--- config.mk ---
export PLATFORM = sky130hd
export DESIGN_NAME = dapm_ctrl
export DESIGN_NICKNAME = d
export VERILOG_FILES = /design/src/dapm_pkg.sv /design/src/dapm_ctrl.sv
export VERILOG_INCLUDE_DIRS = /design/src
export SDC_FILE = /design/constraint.sdc
export NUM_CORES = 1
export LEC_CHECK = 0
export ABC_AREA = 0
export BUFFER_PORTS_ARGS = -buffer_cell sky130_fd_sc_hd__buf_2
export CORE_MARGIN = 2
export CORE_UTILIZATION = 56
export CTS_BUF_LIST = sky130_fd_sc_hd__clkbuf_16
export DETAILED_ROUTE_END_ITERATION = 12
export PLACE_DENSITY = 0.91
export SETUP_SLACK_MARGIN = 0.1
export SLEW_MARGIN = 20
export SYNTH_ARGS = -nofsm -noshare
export SYNTH_HDL_FRONTEND = slang
export SYNTH_SLANG_ARGS = --single-unit
--- constraint.sdc ---
create_clock -name clock -period 3.5 [get_ports clock]
set_input_delay 0.525 -clock clock [delete_from_list [all_inputs] [get_ports clock]]
set_output_delay 0.525 -clock clock [all_outputs]
set_load 0.02 [all_outputs]
--- src/dapm_params.svh ---
// Purpose: Constants for the dual converter power-mode and serial framing control
// Assumes: 50 MHz system clock; edge counts are serial clock falling edges after select falls
// Notes:   Definitions only
`ifndef DAPM_PARAMS_SVH
`define DAPM_PARAMS_SVH

`define DAPM_CLK_MHZ         50
`define DAPM_PWRUP_FULL_US   4000
`define DAPM_PWRUP_INT_US    4
`define DAPM_PWRUP_EXT_US    1
`define DAPM_PWRUP_FULL_CYC  (`DAPM_PWRUP_FULL_US * `DAPM_CLK_MHZ)
`define DAPM_PWRUP_INT_CYC   (`DAPM_PWRUP_INT_US * `DAPM_CLK_MHZ)
`define DAPM_PWRUP_EXT_CYC   (`DAPM_PWRUP_EXT_US * `DAPM_CLK_MHZ)
`define DAPM_TMR_W           18

`define DAPM_CNT_W           6
`define DAPM_EDGE_GLITCH     6'h02
`define DAPM_EDGE_CODING     6'h08
`define DAPM_EDGE_KEEP       6'h0A
`define DAPM_EDGE_FRAME      6'h10
`define DAPM_EDGE_DUAL       6'h20
`define DAPM_EDGE_SAT        6'h21

`define DAPM_RES_W           12
`define DAPM_POS_W           4
`define DAPM_POS_PAIR        4'h2
`define DAPM_POS_CONV        4'h3
`define DAPM_POS_MSB         4'hF

`endif

--- src/dapm_pkg.sv ---
// Purpose: Types shared by the converter control block
// Assumes: Constants come from dapm_params.svh
// Notes:   Pin group is sampled as one vector through the synchroniser
package dapm_pkg;

	typedef enum logic [1:0] {
		DAPM_NORMAL,
		DAPM_PARTIAL,
		DAPM_FULL
	} dapm_mode_e;

	typedef enum logic [1:0] {
		DAPM_REF_INTERNAL,
		DAPM_REF_EXT_MAIN,
		DAPM_REF_EXT_EACH
	} dapm_ref_e;

	typedef struct packed {
		logic selectN;
		logic serialClock;
		logic rangeSel;
		logic channelPairSelect;
		logic refSelect;
		logic vrefGrounded;
	} dapm_pins_s;

	typedef struct packed {
		logic channelSecond;
		logic rangeWide;
		logic codingTwos;
	} dapm_conv_cfg_s;

	typedef struct packed {
		logic analogOn;
		logic referenceOn;
		logic powerReady;
	} dapm_power_s;

endpackage : dapm_pkg
--- src/dapm_ctrl.sv ---
// Purpose: Framing, serial readout and power-mode control of a dual sampling converter
// Assumes: All pin inputs are asynchronous to clock; result inputs come from the SAR cores on clock
// Notes:   Serial clock is oversampled, so it must stay well below a quarter of clock
// Summary of operation
// - Select falling edge samples, converts, restarts count
// - Rise at edges 10..15 aborts, stays powered
// - Sixteen cycles per result; drive until select rises
// - Further sixteen cycles give other converter's result on line A
// - Status bits name converter of following result
// - Release data line at edge thirty-two
// - Rise at edges 2..9 enters partial power-down
// - Rise before edge two keeps normal mode
// - Partial power-down keeps only reference alive
// - Dummy conversion wakes; commits past tenth edge
// - External reference ready after sixteen edges when waking from partial
// - Early rise in partial returns to partial
// - Rise 2..9 in partial enters full power-down
// - Reference select high external, low internal
// - Low select, grounded main: per-converter references
// - Latch channel pair at select fall
// - Range at select fall; coding at edge eight
`timescale 1ns/1ps
`include "dapm_params.svh"

module dapm_ctrl
	import dapm_pkg::*;
#(
	parameter logic [`DAPM_TMR_W-1:0] PowerUpFullCycles = `DAPM_TMR_W'(`DAPM_PWRUP_FULL_CYC),
	parameter logic [`DAPM_TMR_W-1:0] PowerUpIntCycles  = `DAPM_TMR_W'(`DAPM_PWRUP_INT_CYC),
	parameter logic [`DAPM_TMR_W-1:0] PowerUpExtCycles  = `DAPM_TMR_W'(`DAPM_PWRUP_EXT_CYC)
) (
	input  wire logic                  clock,
	input  wire logic                  rst_n,
	input  wire dapm_pins_s            pins,
	input  wire logic [`DAPM_RES_W-1:0] resultA,
	input  wire logic [`DAPM_RES_W-1:0] resultB,
	output logic                       serialOutA,
	output logic                       serialOutAOe,
	output logic                       serialOutB,
	output logic                       serialOutBOe,
	output logic                       sampleStrobe,
	output dapm_conv_cfg_s             convCfg,
	output dapm_ref_e                  referenceSource,
	output dapm_power_s                power,
	output dapm_mode_e                 powerMode
);

	// One status/data bit of a 16-bit frame: two zeros, pair id, converter id, result MSB first
	function automatic logic frameBit(
		input logic                   convB,
		input logic                   pairHigh,
		input logic [`DAPM_RES_W-1:0] res,
		input logic [`DAPM_POS_W-1:0] pos
	);
		logic bitVal;
		bitVal = 1'b0;
		if (pos == `DAPM_POS_PAIR) begin
			bitVal = pairHigh;
		end else if (pos == `DAPM_POS_CONV) begin
			bitVal = convB;
		end else if (pos > `DAPM_POS_CONV) begin
			bitVal = res[`DAPM_POS_MSB - pos];
		end
		return bitVal;
	endfunction : frameBit

	dapm_pins_s pinsMeta;
	dapm_pins_s pinsSync;
	dapm_pins_s pinsPrev;

	// Pins cross in as a group; edges compare the second and third stages
	always_ff @(posedge clock or negedge rst_n) begin
		if (!rst_n) begin
			pinsMeta <= '{selectN: 1'b1, default: 1'b0};
			pinsSync <= '{selectN: 1'b1, default: 1'b0};
			pinsPrev <= '{selectN: 1'b1, default: 1'b0};
		end else begin
			pinsMeta <= pins;
			pinsSync <= pinsMeta;
			pinsPrev <= pinsSync;
		end
	end

	logic selFall;
	logic selRise;
	logic sclkFall;

	assign selFall  = pinsPrev.selectN & ~pinsSync.selectN;
	assign selRise  = ~pinsPrev.selectN & pinsSync.selectN;
	assign sclkFall = pinsPrev.serialClock & ~pinsSync.serialClock & ~pinsSync.selectN;

	logic [`DAPM_CNT_W-1:0] edgeCount;
	logic [`DAPM_CNT_W-1:0] next_edgeCount;
	dapm_mode_e             mode;
	dapm_mode_e             next_mode;
	logic                   waking;
	logic                   next_waking;
	logic                   fromFull;
	logic                   next_fromFull;
	logic                   ready;
	logic                   next_ready;
	logic [`DAPM_TMR_W-1:0] wakeTimer;
	logic [`DAPM_TMR_W-1:0] next_wakeTimer;
	logic [`DAPM_TMR_W-1:0] wakeTarget;
	dapm_conv_cfg_s         next_convCfg;
	dapm_ref_e              next_referenceSource;
	dapm_power_s            next_power;
	logic                   next_serialOutA;
	logic                   next_serialOutAOe;
	logic                   next_serialOutB;
	logic                   next_serialOutBOe;
	logic [`DAPM_CNT_W-1:0] countInc;
	logic [`DAPM_POS_W-1:0] framePos;
	logic                   secondHalf;
	logic                   extRef;

	assign countInc   = edgeCount + `DAPM_CNT_W'(1);
	assign framePos   = countInc[`DAPM_POS_W-1:0];
	assign secondHalf = countInc >= `DAPM_EDGE_FRAME;
	assign extRef     = referenceSource != DAPM_REF_INTERNAL;
	assign wakeTarget = fromFull ? PowerUpFullCycles : (extRef ? PowerUpExtCycles : PowerUpIntCycles);

	always_comb begin
		next_edgeCount    = edgeCount;
		next_mode         = mode;
		next_waking       = waking;
		next_fromFull     = fromFull;
		next_ready        = ready;
		next_wakeTimer    = wakeTimer;
		next_convCfg      = convCfg;
		next_serialOutA   = serialOutA;
		next_serialOutAOe = serialOutAOe;
		next_serialOutB   = serialOutB;
		next_serialOutBOe = serialOutBOe;

		// Wake time runs from the dummy conversion's select fall
		if (waking && wakeTimer != wakeTarget) begin
			next_wakeTimer = wakeTimer + `DAPM_TMR_W'(1);
		end
		// ready once committed and wake time is over
		if (waking && mode == DAPM_NORMAL && wakeTimer == wakeTarget) begin
			next_waking = 1'b0;
			next_ready  = 1'b1;
		end

		if (selFall) begin
			// restart count, drive first frame bit
			next_edgeCount    = '0;
			next_serialOutAOe = 1'b1;
			next_serialOutBOe = 1'b1;
			next_serialOutA   = 1'b0;
			next_serialOutB   = 1'b0;
			next_convCfg.channelSecond = pinsSync.channelPairSelect;
			// range and default coding at select fall
			next_convCfg.rangeWide  = pinsSync.rangeSel;
			next_convCfg.codingTwos = pinsSync.rangeSel;
			// start powering up on a dummy conversion
			if (mode != DAPM_NORMAL) begin
				next_waking    = 1'b1;
				next_fromFull  = mode == DAPM_FULL;
				next_wakeTimer = '0;
				next_ready     = 1'b0;
			end
		end else if (selRise) begin
			// early release always tri-states both lines
			next_serialOutAOe = 1'b0;
			next_serialOutBOe = 1'b0;
			if (edgeCount >= `DAPM_EDGE_GLITCH && edgeCount < `DAPM_EDGE_KEEP) begin
				// normal goes to partial; partial goes to full
				next_mode   = (mode == DAPM_NORMAL) ? DAPM_PARTIAL : DAPM_FULL;
				next_waking = 1'b0;
				next_ready  = 1'b0;
			end else if (edgeCount < `DAPM_EDGE_GLITCH && mode != DAPM_NORMAL) begin
				// glitch on select powers back down
				next_waking = 1'b0;
			end
			// glitch in normal mode changes nothing
		end else if (sclkFall) begin
			if (edgeCount != `DAPM_EDGE_SAT) begin
				next_edgeCount = countInc;
			end
			// coding follows level at edge eight
			if (countInc == `DAPM_EDGE_CODING) begin
				next_convCfg.codingTwos = pinsSync.rangeSel;
			end
			// held past tenth edge: wake is committed
			if (countInc == `DAPM_EDGE_KEEP && mode != DAPM_NORMAL && waking) begin
				next_mode = DAPM_NORMAL;
			end
			// external reference, waking from partial: full power at sixteen edges
			if (countInc == `DAPM_EDGE_FRAME && waking && !fromFull && extRef) begin
				next_waking = 1'b0;
				next_ready  = 1'b1;
			end
			if (edgeCount < `DAPM_EDGE_DUAL) begin
				next_serialOutA = frameBit(secondHalf, convCfg.channelSecond,
					secondHalf ? resultB : resultA, framePos);
				// line B stays driven after its frame
				next_serialOutB = secondHalf ? 1'b0 : frameBit(1'b1, convCfg.channelSecond, resultB, framePos);
			end
			// line A carries the second result in edges 16..31
			if (countInc == `DAPM_EDGE_DUAL) begin
				next_serialOutAOe = 1'b0;
				next_serialOutBOe = 1'b0;
			end
		end

		if (pinsSync.refSelect) begin
			next_referenceSource = DAPM_REF_EXT_MAIN;
		end else if (pinsSync.vrefGrounded) begin
			next_referenceSource = DAPM_REF_EXT_EACH;
		end else begin
			next_referenceSource = DAPM_REF_INTERNAL;
		end

		// partial keeps only the reference and its buffer
		next_power.analogOn    = next_mode == DAPM_NORMAL || next_waking;
		next_power.referenceOn = next_mode != DAPM_FULL || next_waking;
		next_power.powerReady  = next_ready && next_mode == DAPM_NORMAL;
	end

	// Reset assumes normal mode and a ready part
	always_ff @(posedge clock or negedge rst_n) begin
		if (!rst_n) begin
			edgeCount       <= `DAPM_EDGE_SAT;
			mode            <= DAPM_NORMAL;
			waking          <= 1'b0;
			fromFull        <= 1'b0;
			ready           <= 1'b1;
			wakeTimer       <= '0;
			convCfg         <= '0;
			referenceSource <= DAPM_REF_INTERNAL;
			power           <= '{analogOn: 1'b1, referenceOn: 1'b1, powerReady: 1'b1};
			powerMode       <= DAPM_NORMAL;
			serialOutA      <= 1'b0;
			serialOutAOe    <= 1'b0;
			serialOutB      <= 1'b0;
			serialOutBOe    <= 1'b0;
			sampleStrobe    <= 1'b0;
		end else begin
			edgeCount       <= next_edgeCount;
			mode            <= next_mode;
			waking          <= next_waking;
			fromFull        <= next_fromFull;
			ready           <= next_ready;
			wakeTimer       <= next_wakeTimer;
			convCfg         <= next_convCfg;
			referenceSource <= next_referenceSource;
			power           <= next_power;
			powerMode       <= next_mode;
			serialOutA      <= next_serialOutA;
			serialOutAOe    <= next_serialOutAOe;
			serialOutB      <= next_serialOutB;
			serialOutBOe    <= next_serialOutBOe;
			sampleStrobe    <= selFall;
		end
	end

endmodule : dapm_ctrl

==> parameters.txt <==
Parameter                              Value

Detailed routing
  Wire length per cell    15.5 um
  First DRT Iteration DRCs    353
  Via count    2273
  Aggregate routed wire length    6080 um
  DRC    0
  Residual antenna-violating net count after detailed routing    0
  Avg Vias per Cell    5.80
  Detailed Routing Iterations Pass 1    4

Final layout
  N_diodes    0
  Share of layout cells above drive strength 1    25.2%
  Number of nets in the finished design    361
  Final design utilization    65.7%
  Layout overhead on the synthesized area    13.8%
  Post-layout instance count excluding filler cells    392

Floorplanning
  Effective utilization at floorplan    57.7%
  Cell row count    26
  Horizontal extent of the die    76.3 um
  Height of the die    76.3 um
  Core footprint    5070 um^2
  I/O pin cnt    47
  Die Outline Area    5820 um^2

STA
  Final worst path period need    2750 ps
  Worst max-slew margin expressed relative to the limit    32.4%
  Setup repair after global routing missed its margin    false
  Highest clock frequency the design can meet    0.363 GHz
  Final clock skew    5.46 ps
  Hold violation count in the final report    0
  Actual slew at the worst max-slew pin    1000 ps
  Count of endpoints failing setup in the final report    0
  Aggregate negative setup slack    0 ps
  Final worst-path cycle share    78.7%
  Pins over their slew limit    0

Clocking
  Clock slew at the register clock pins of the worst setup and hold paths    70 ps
  TritonCTS Sinks    55
  Number of buffers on the longest clock path    2
  TritonCTS clock tree    built
  Quantity of gates resized following cts    0
  Deepest level of the CTS H-tree    2
  Post-CTS Repair Setup Buffers    0
  Clock root buffer master    sky130_fd_sc_hd__clkbuf_16
  Hold-fix buffers at CTS    0
  Insertion delay of the later-clocked pin in the worst-skew pair    290 ps
  Clock buffers created by TritonCTS    5

Placement
  GP Congestion    0.877
  Detailed Place HPWL    4360 um
  Count of buffers from port buffering    46
  Placed Instances    384

Critical path
  Required time reported for the critical path endpoint    3730 ps
  WP data arrival    2990 ps
  Worst-path cell chain    ha_1, nor2_1, or2_4, or4_4, or4_1, nand3_1
  Crit. End Element    flip-flop
  Slowest-stage cell, CP    sky130_fd_sc_hd__ha_1
  Critical path fanouts, max    21
  Kind of start point of the critical path    flip-flop
  Critical path's largest stage delay    620 ps
  WS Path Type    flip-flop to flip-flop

Synthesis
  Share of synthesized area occupied by flip-flops and latches    47.4%
  Cell area after technology mapping    2930 um^2
  Synth unique cells    47
  FFs w/ async S/R, synth    100%
  Number of synthesized flops with an enable pin    0
  Number of nets in the synthesized netlist    322
  Cell type contributing the most total cell area after synthesis    sky130_fd_sc_hd__dfrtp_1
  Number of register bits inferred by synthesis    55
  Synth area leaders    sky130_fd_sc_hd__dfrtp_1 (39%), sky130_fd_sc_hd__dfstp_2 (8.1%), sky130_fd_sc_hd__mux4_2 (6.9%)
  Yosys warns    0
  Share of the synthesized area in the top cell type    39.3%
  Gate Count Post-Synth    282
  Post-synthesis area per instance    10.4 um^2
  Synth Flop Type    sky130_fd_sc_hd__dfrtp_1

Pwr
  VDD IR max    0.311 mV
  Pwr Density    635 nW/um^2
  Standby leakage power    1.46 nW

Global route
  Antenna violations before repair    0
  GR Overflow Total    0
  Wire length of the first global-routing pass    10500 um
  Maximum number of pins on one net before global-route repair    31
  Number of global-route vias before repair    2312
  Global router's overall resource usage    22.1%

Flow run
  Max-cap check violation count    0

Worst hold path
  Type of the tightest min-delay check    input pin to asynchronous set/reset pin

Status
  Result of the run    finished, final reports clean
-- final cells by class --
type | count | area (um^2)
flip-flops and latches | 55 | 1390
inverters | 8 | 30.0
repair buffers | 47 | 238
clock inverters | 3 | 26.3
well taps | 70 | 87.6
multi-input cells | 204 | 1440
clock buffers | 5 | 125
fillers | 385 | 1740
-- worst max-delay path: cells and delay by family (launching register included) --
family                     cells  cell delay, ps
and+or+nand+nor                5            1540
adders and majority gates      1             620
DFF                            1             530
-- cell families after synthesis --
kind of cell	share of synthesized area, %
AND/OR/NAND/NOR	20.6
flip-flops	47.4
AO/OA/AOI/OAI	7.86
buffers and inverters	3.46
multiplexers	10.9
XOR/XNOR	6.32
adder cells (fa/ha/maj)	3.42
-- stage by stage --
| step | area [um^2] | hold WS [ps] | setup slack (ps) | total power, mW |
|---|---|---|---|---|
| after floorplan | 2930 | 229 | 1010 | 1.43 |
| after global placement | 3180 | 332 | 888 | 1.57 |
| after detailed placement | 3180 | 336 | 808 | 1.61 |
| after CTS | 3330 | 238 | 772 | 2.12 |
| after global routing | 3330 | 266 | 627 | 2.24 |
| final | 3330 | 218 | 746 | 2.12 |
-- registers in the layout, indices dropped and copies added, names as in the netlist, 2 cells and up --
| signal | flops |
|---|---|
| convCfg | 3 |
| pinsSync | 6 |
| pinsMeta | 6 |
| mode | 2 |
| edgeCount | 6 |
| referenceSource | 2 |
| pinsPrev | 2 |
| power | 3 |
| wakeTimer | 18 |
-- worst paths after layout --
path,from,endpoint,slack [ps],cells after the start
max,pinsPrev[5],serialOutA,750,6
min,rst_n,serialOutA,220,1
max reg2reg,pinsPrev[5],serialOutA,750,6
min reg2reg,pinsMeta[2],pinsSync[2],350,0
max in group asynchronous,rst_n,ready,2440,2
min in group clock,pins[5],pinsMeta[5],330,1
-- cells in the mapped netlist, types with 3 or more instances --
| master | count |
|---|---|
| sky130_fd_sc_hd__dfrtp_1 | 46 |
| sky130_fd_sc_hd__nor2_1 | 38 |
| sky130_fd_sc_hd__nand2_1 | 25 |
| sky130_fd_sc_hd__nand3_1 | 11 |
| sky130_fd_sc_hd__a21oi_1 | 10 |
| sky130_fd_sc_hd__nor3_1 | 10 |
| sky130_fd_sc_hd__xnor2_1 | 10 |
| sky130_fd_sc_hd__clkbuf_1 | 9 |
| sky130_fd_sc_hd__dfstp_2 | 9 |
| sky130_fd_sc_hd__mux4_2 | 9 |
| sky130_fd_sc_hd__ha_1 | 8 |
| sky130_fd_sc_hd__inv_1 | 8 |
| sky130_fd_sc_hd__xor2_1 | 8 |
| sky130_fd_sc_hd__nand4_1 | 7 |
| sky130_fd_sc_hd__nor4_1 | 7 |
| sky130_fd_sc_hd__o21ai_0 | 7 |
| sky130_fd_sc_hd__mux2i_1 | 6 |
| sky130_fd_sc_hd__o31ai_1 | 6 |
| sky130_fd_sc_hd__or3_1 | 4 |
| sky130_fd_sc_hd__and2_1 | 3 |
| sky130_fd_sc_hd__buf_2 | 3 |
| sky130_fd_sc_hd__buf_4 | 3 |
| sky130_fd_sc_hd__mux2_1 | 3 |
| sky130_fd_sc_hd__o21ai_1 | 3 |
-- routing by layer --
metal  up-vias  share of wire (%)  global-route usage, %
met5         -                  0                      0
met4         0                1.7                   8.18
li1       1076                  -                      -
met2        89                 50                   37.4
met1      1097                 42                   28.7
met3        11                6.2                   4.03
-- report_power, final --
part           internal, mW  leakage [nW]  switching, mW
registers             0.747         0.680          0.155
logic                 0.319         0.709          0.388
clock network         0.273        0.0752          0.233
-- cell usage in the layout, fill, tap and decap left out, types with 2 or more instances in the layout --
| master | count |
|---|---|
| sky130_fd_sc_hd__clkbuf_16 | 5 |
| sky130_fd_sc_hd__a21oi_1 | 10 |
| sky130_fd_sc_hd__mux2_2 | 2 |
| sky130_fd_sc_hd__buf_2 | 46 |
| sky130_fd_sc_hd__dfstp_2 | 9 |
| sky130_fd_sc_hd__nand4_1 | 7 |
| sky130_fd_sc_hd__mux2_1 | 3 |
| sky130_fd_sc_hd__ha_1 | 8 |
| sky130_fd_sc_hd__and3_1 | 2 |
| sky130_fd_sc_hd__a31oi_1 | 2 |
| sky130_fd_sc_hd__nand2_1 | 25 |
| sky130_fd_sc_hd__inv_1 | 8 |
| sky130_fd_sc_hd__nor4_1 | 7 |
| sky130_fd_sc_hd__dfrtp_1 | 46 |
| sky130_fd_sc_hd__mux4_2 | 9 |
| sky130_fd_sc_hd__o31ai_1 | 6 |
| sky130_fd_sc_hd__xor2_1 | 8 |
| sky130_fd_sc_hd__or3_1 | 4 |
| sky130_fd_sc_hd__nor2_1 | 38 |
| sky130_fd_sc_hd__o21ai_0 | 7 |
| sky130_fd_sc_hd__and2_1 | 3 |
| sky130_fd_sc_hd__nand2b_1 | 2 |
| sky130_fd_sc_hd__nor4b_1 | 2 |
| sky130_fd_sc_hd__nor3_1 | 10 |
| sky130_fd_sc_hd__o21ai_1 | 3 |
| sky130_fd_sc_hd__mux2i_1 | 6 |
| sky130_fd_sc_hd__inv_6 | 3 |
| sky130_fd_sc_hd__nand3_1 | 11 |
| sky130_fd_sc_hd__a21o_1 | 2 |
| sky130_fd_sc_hd__xnor2_1 | 10 |
Note: power is estimated with default switching activity, not from simulation.
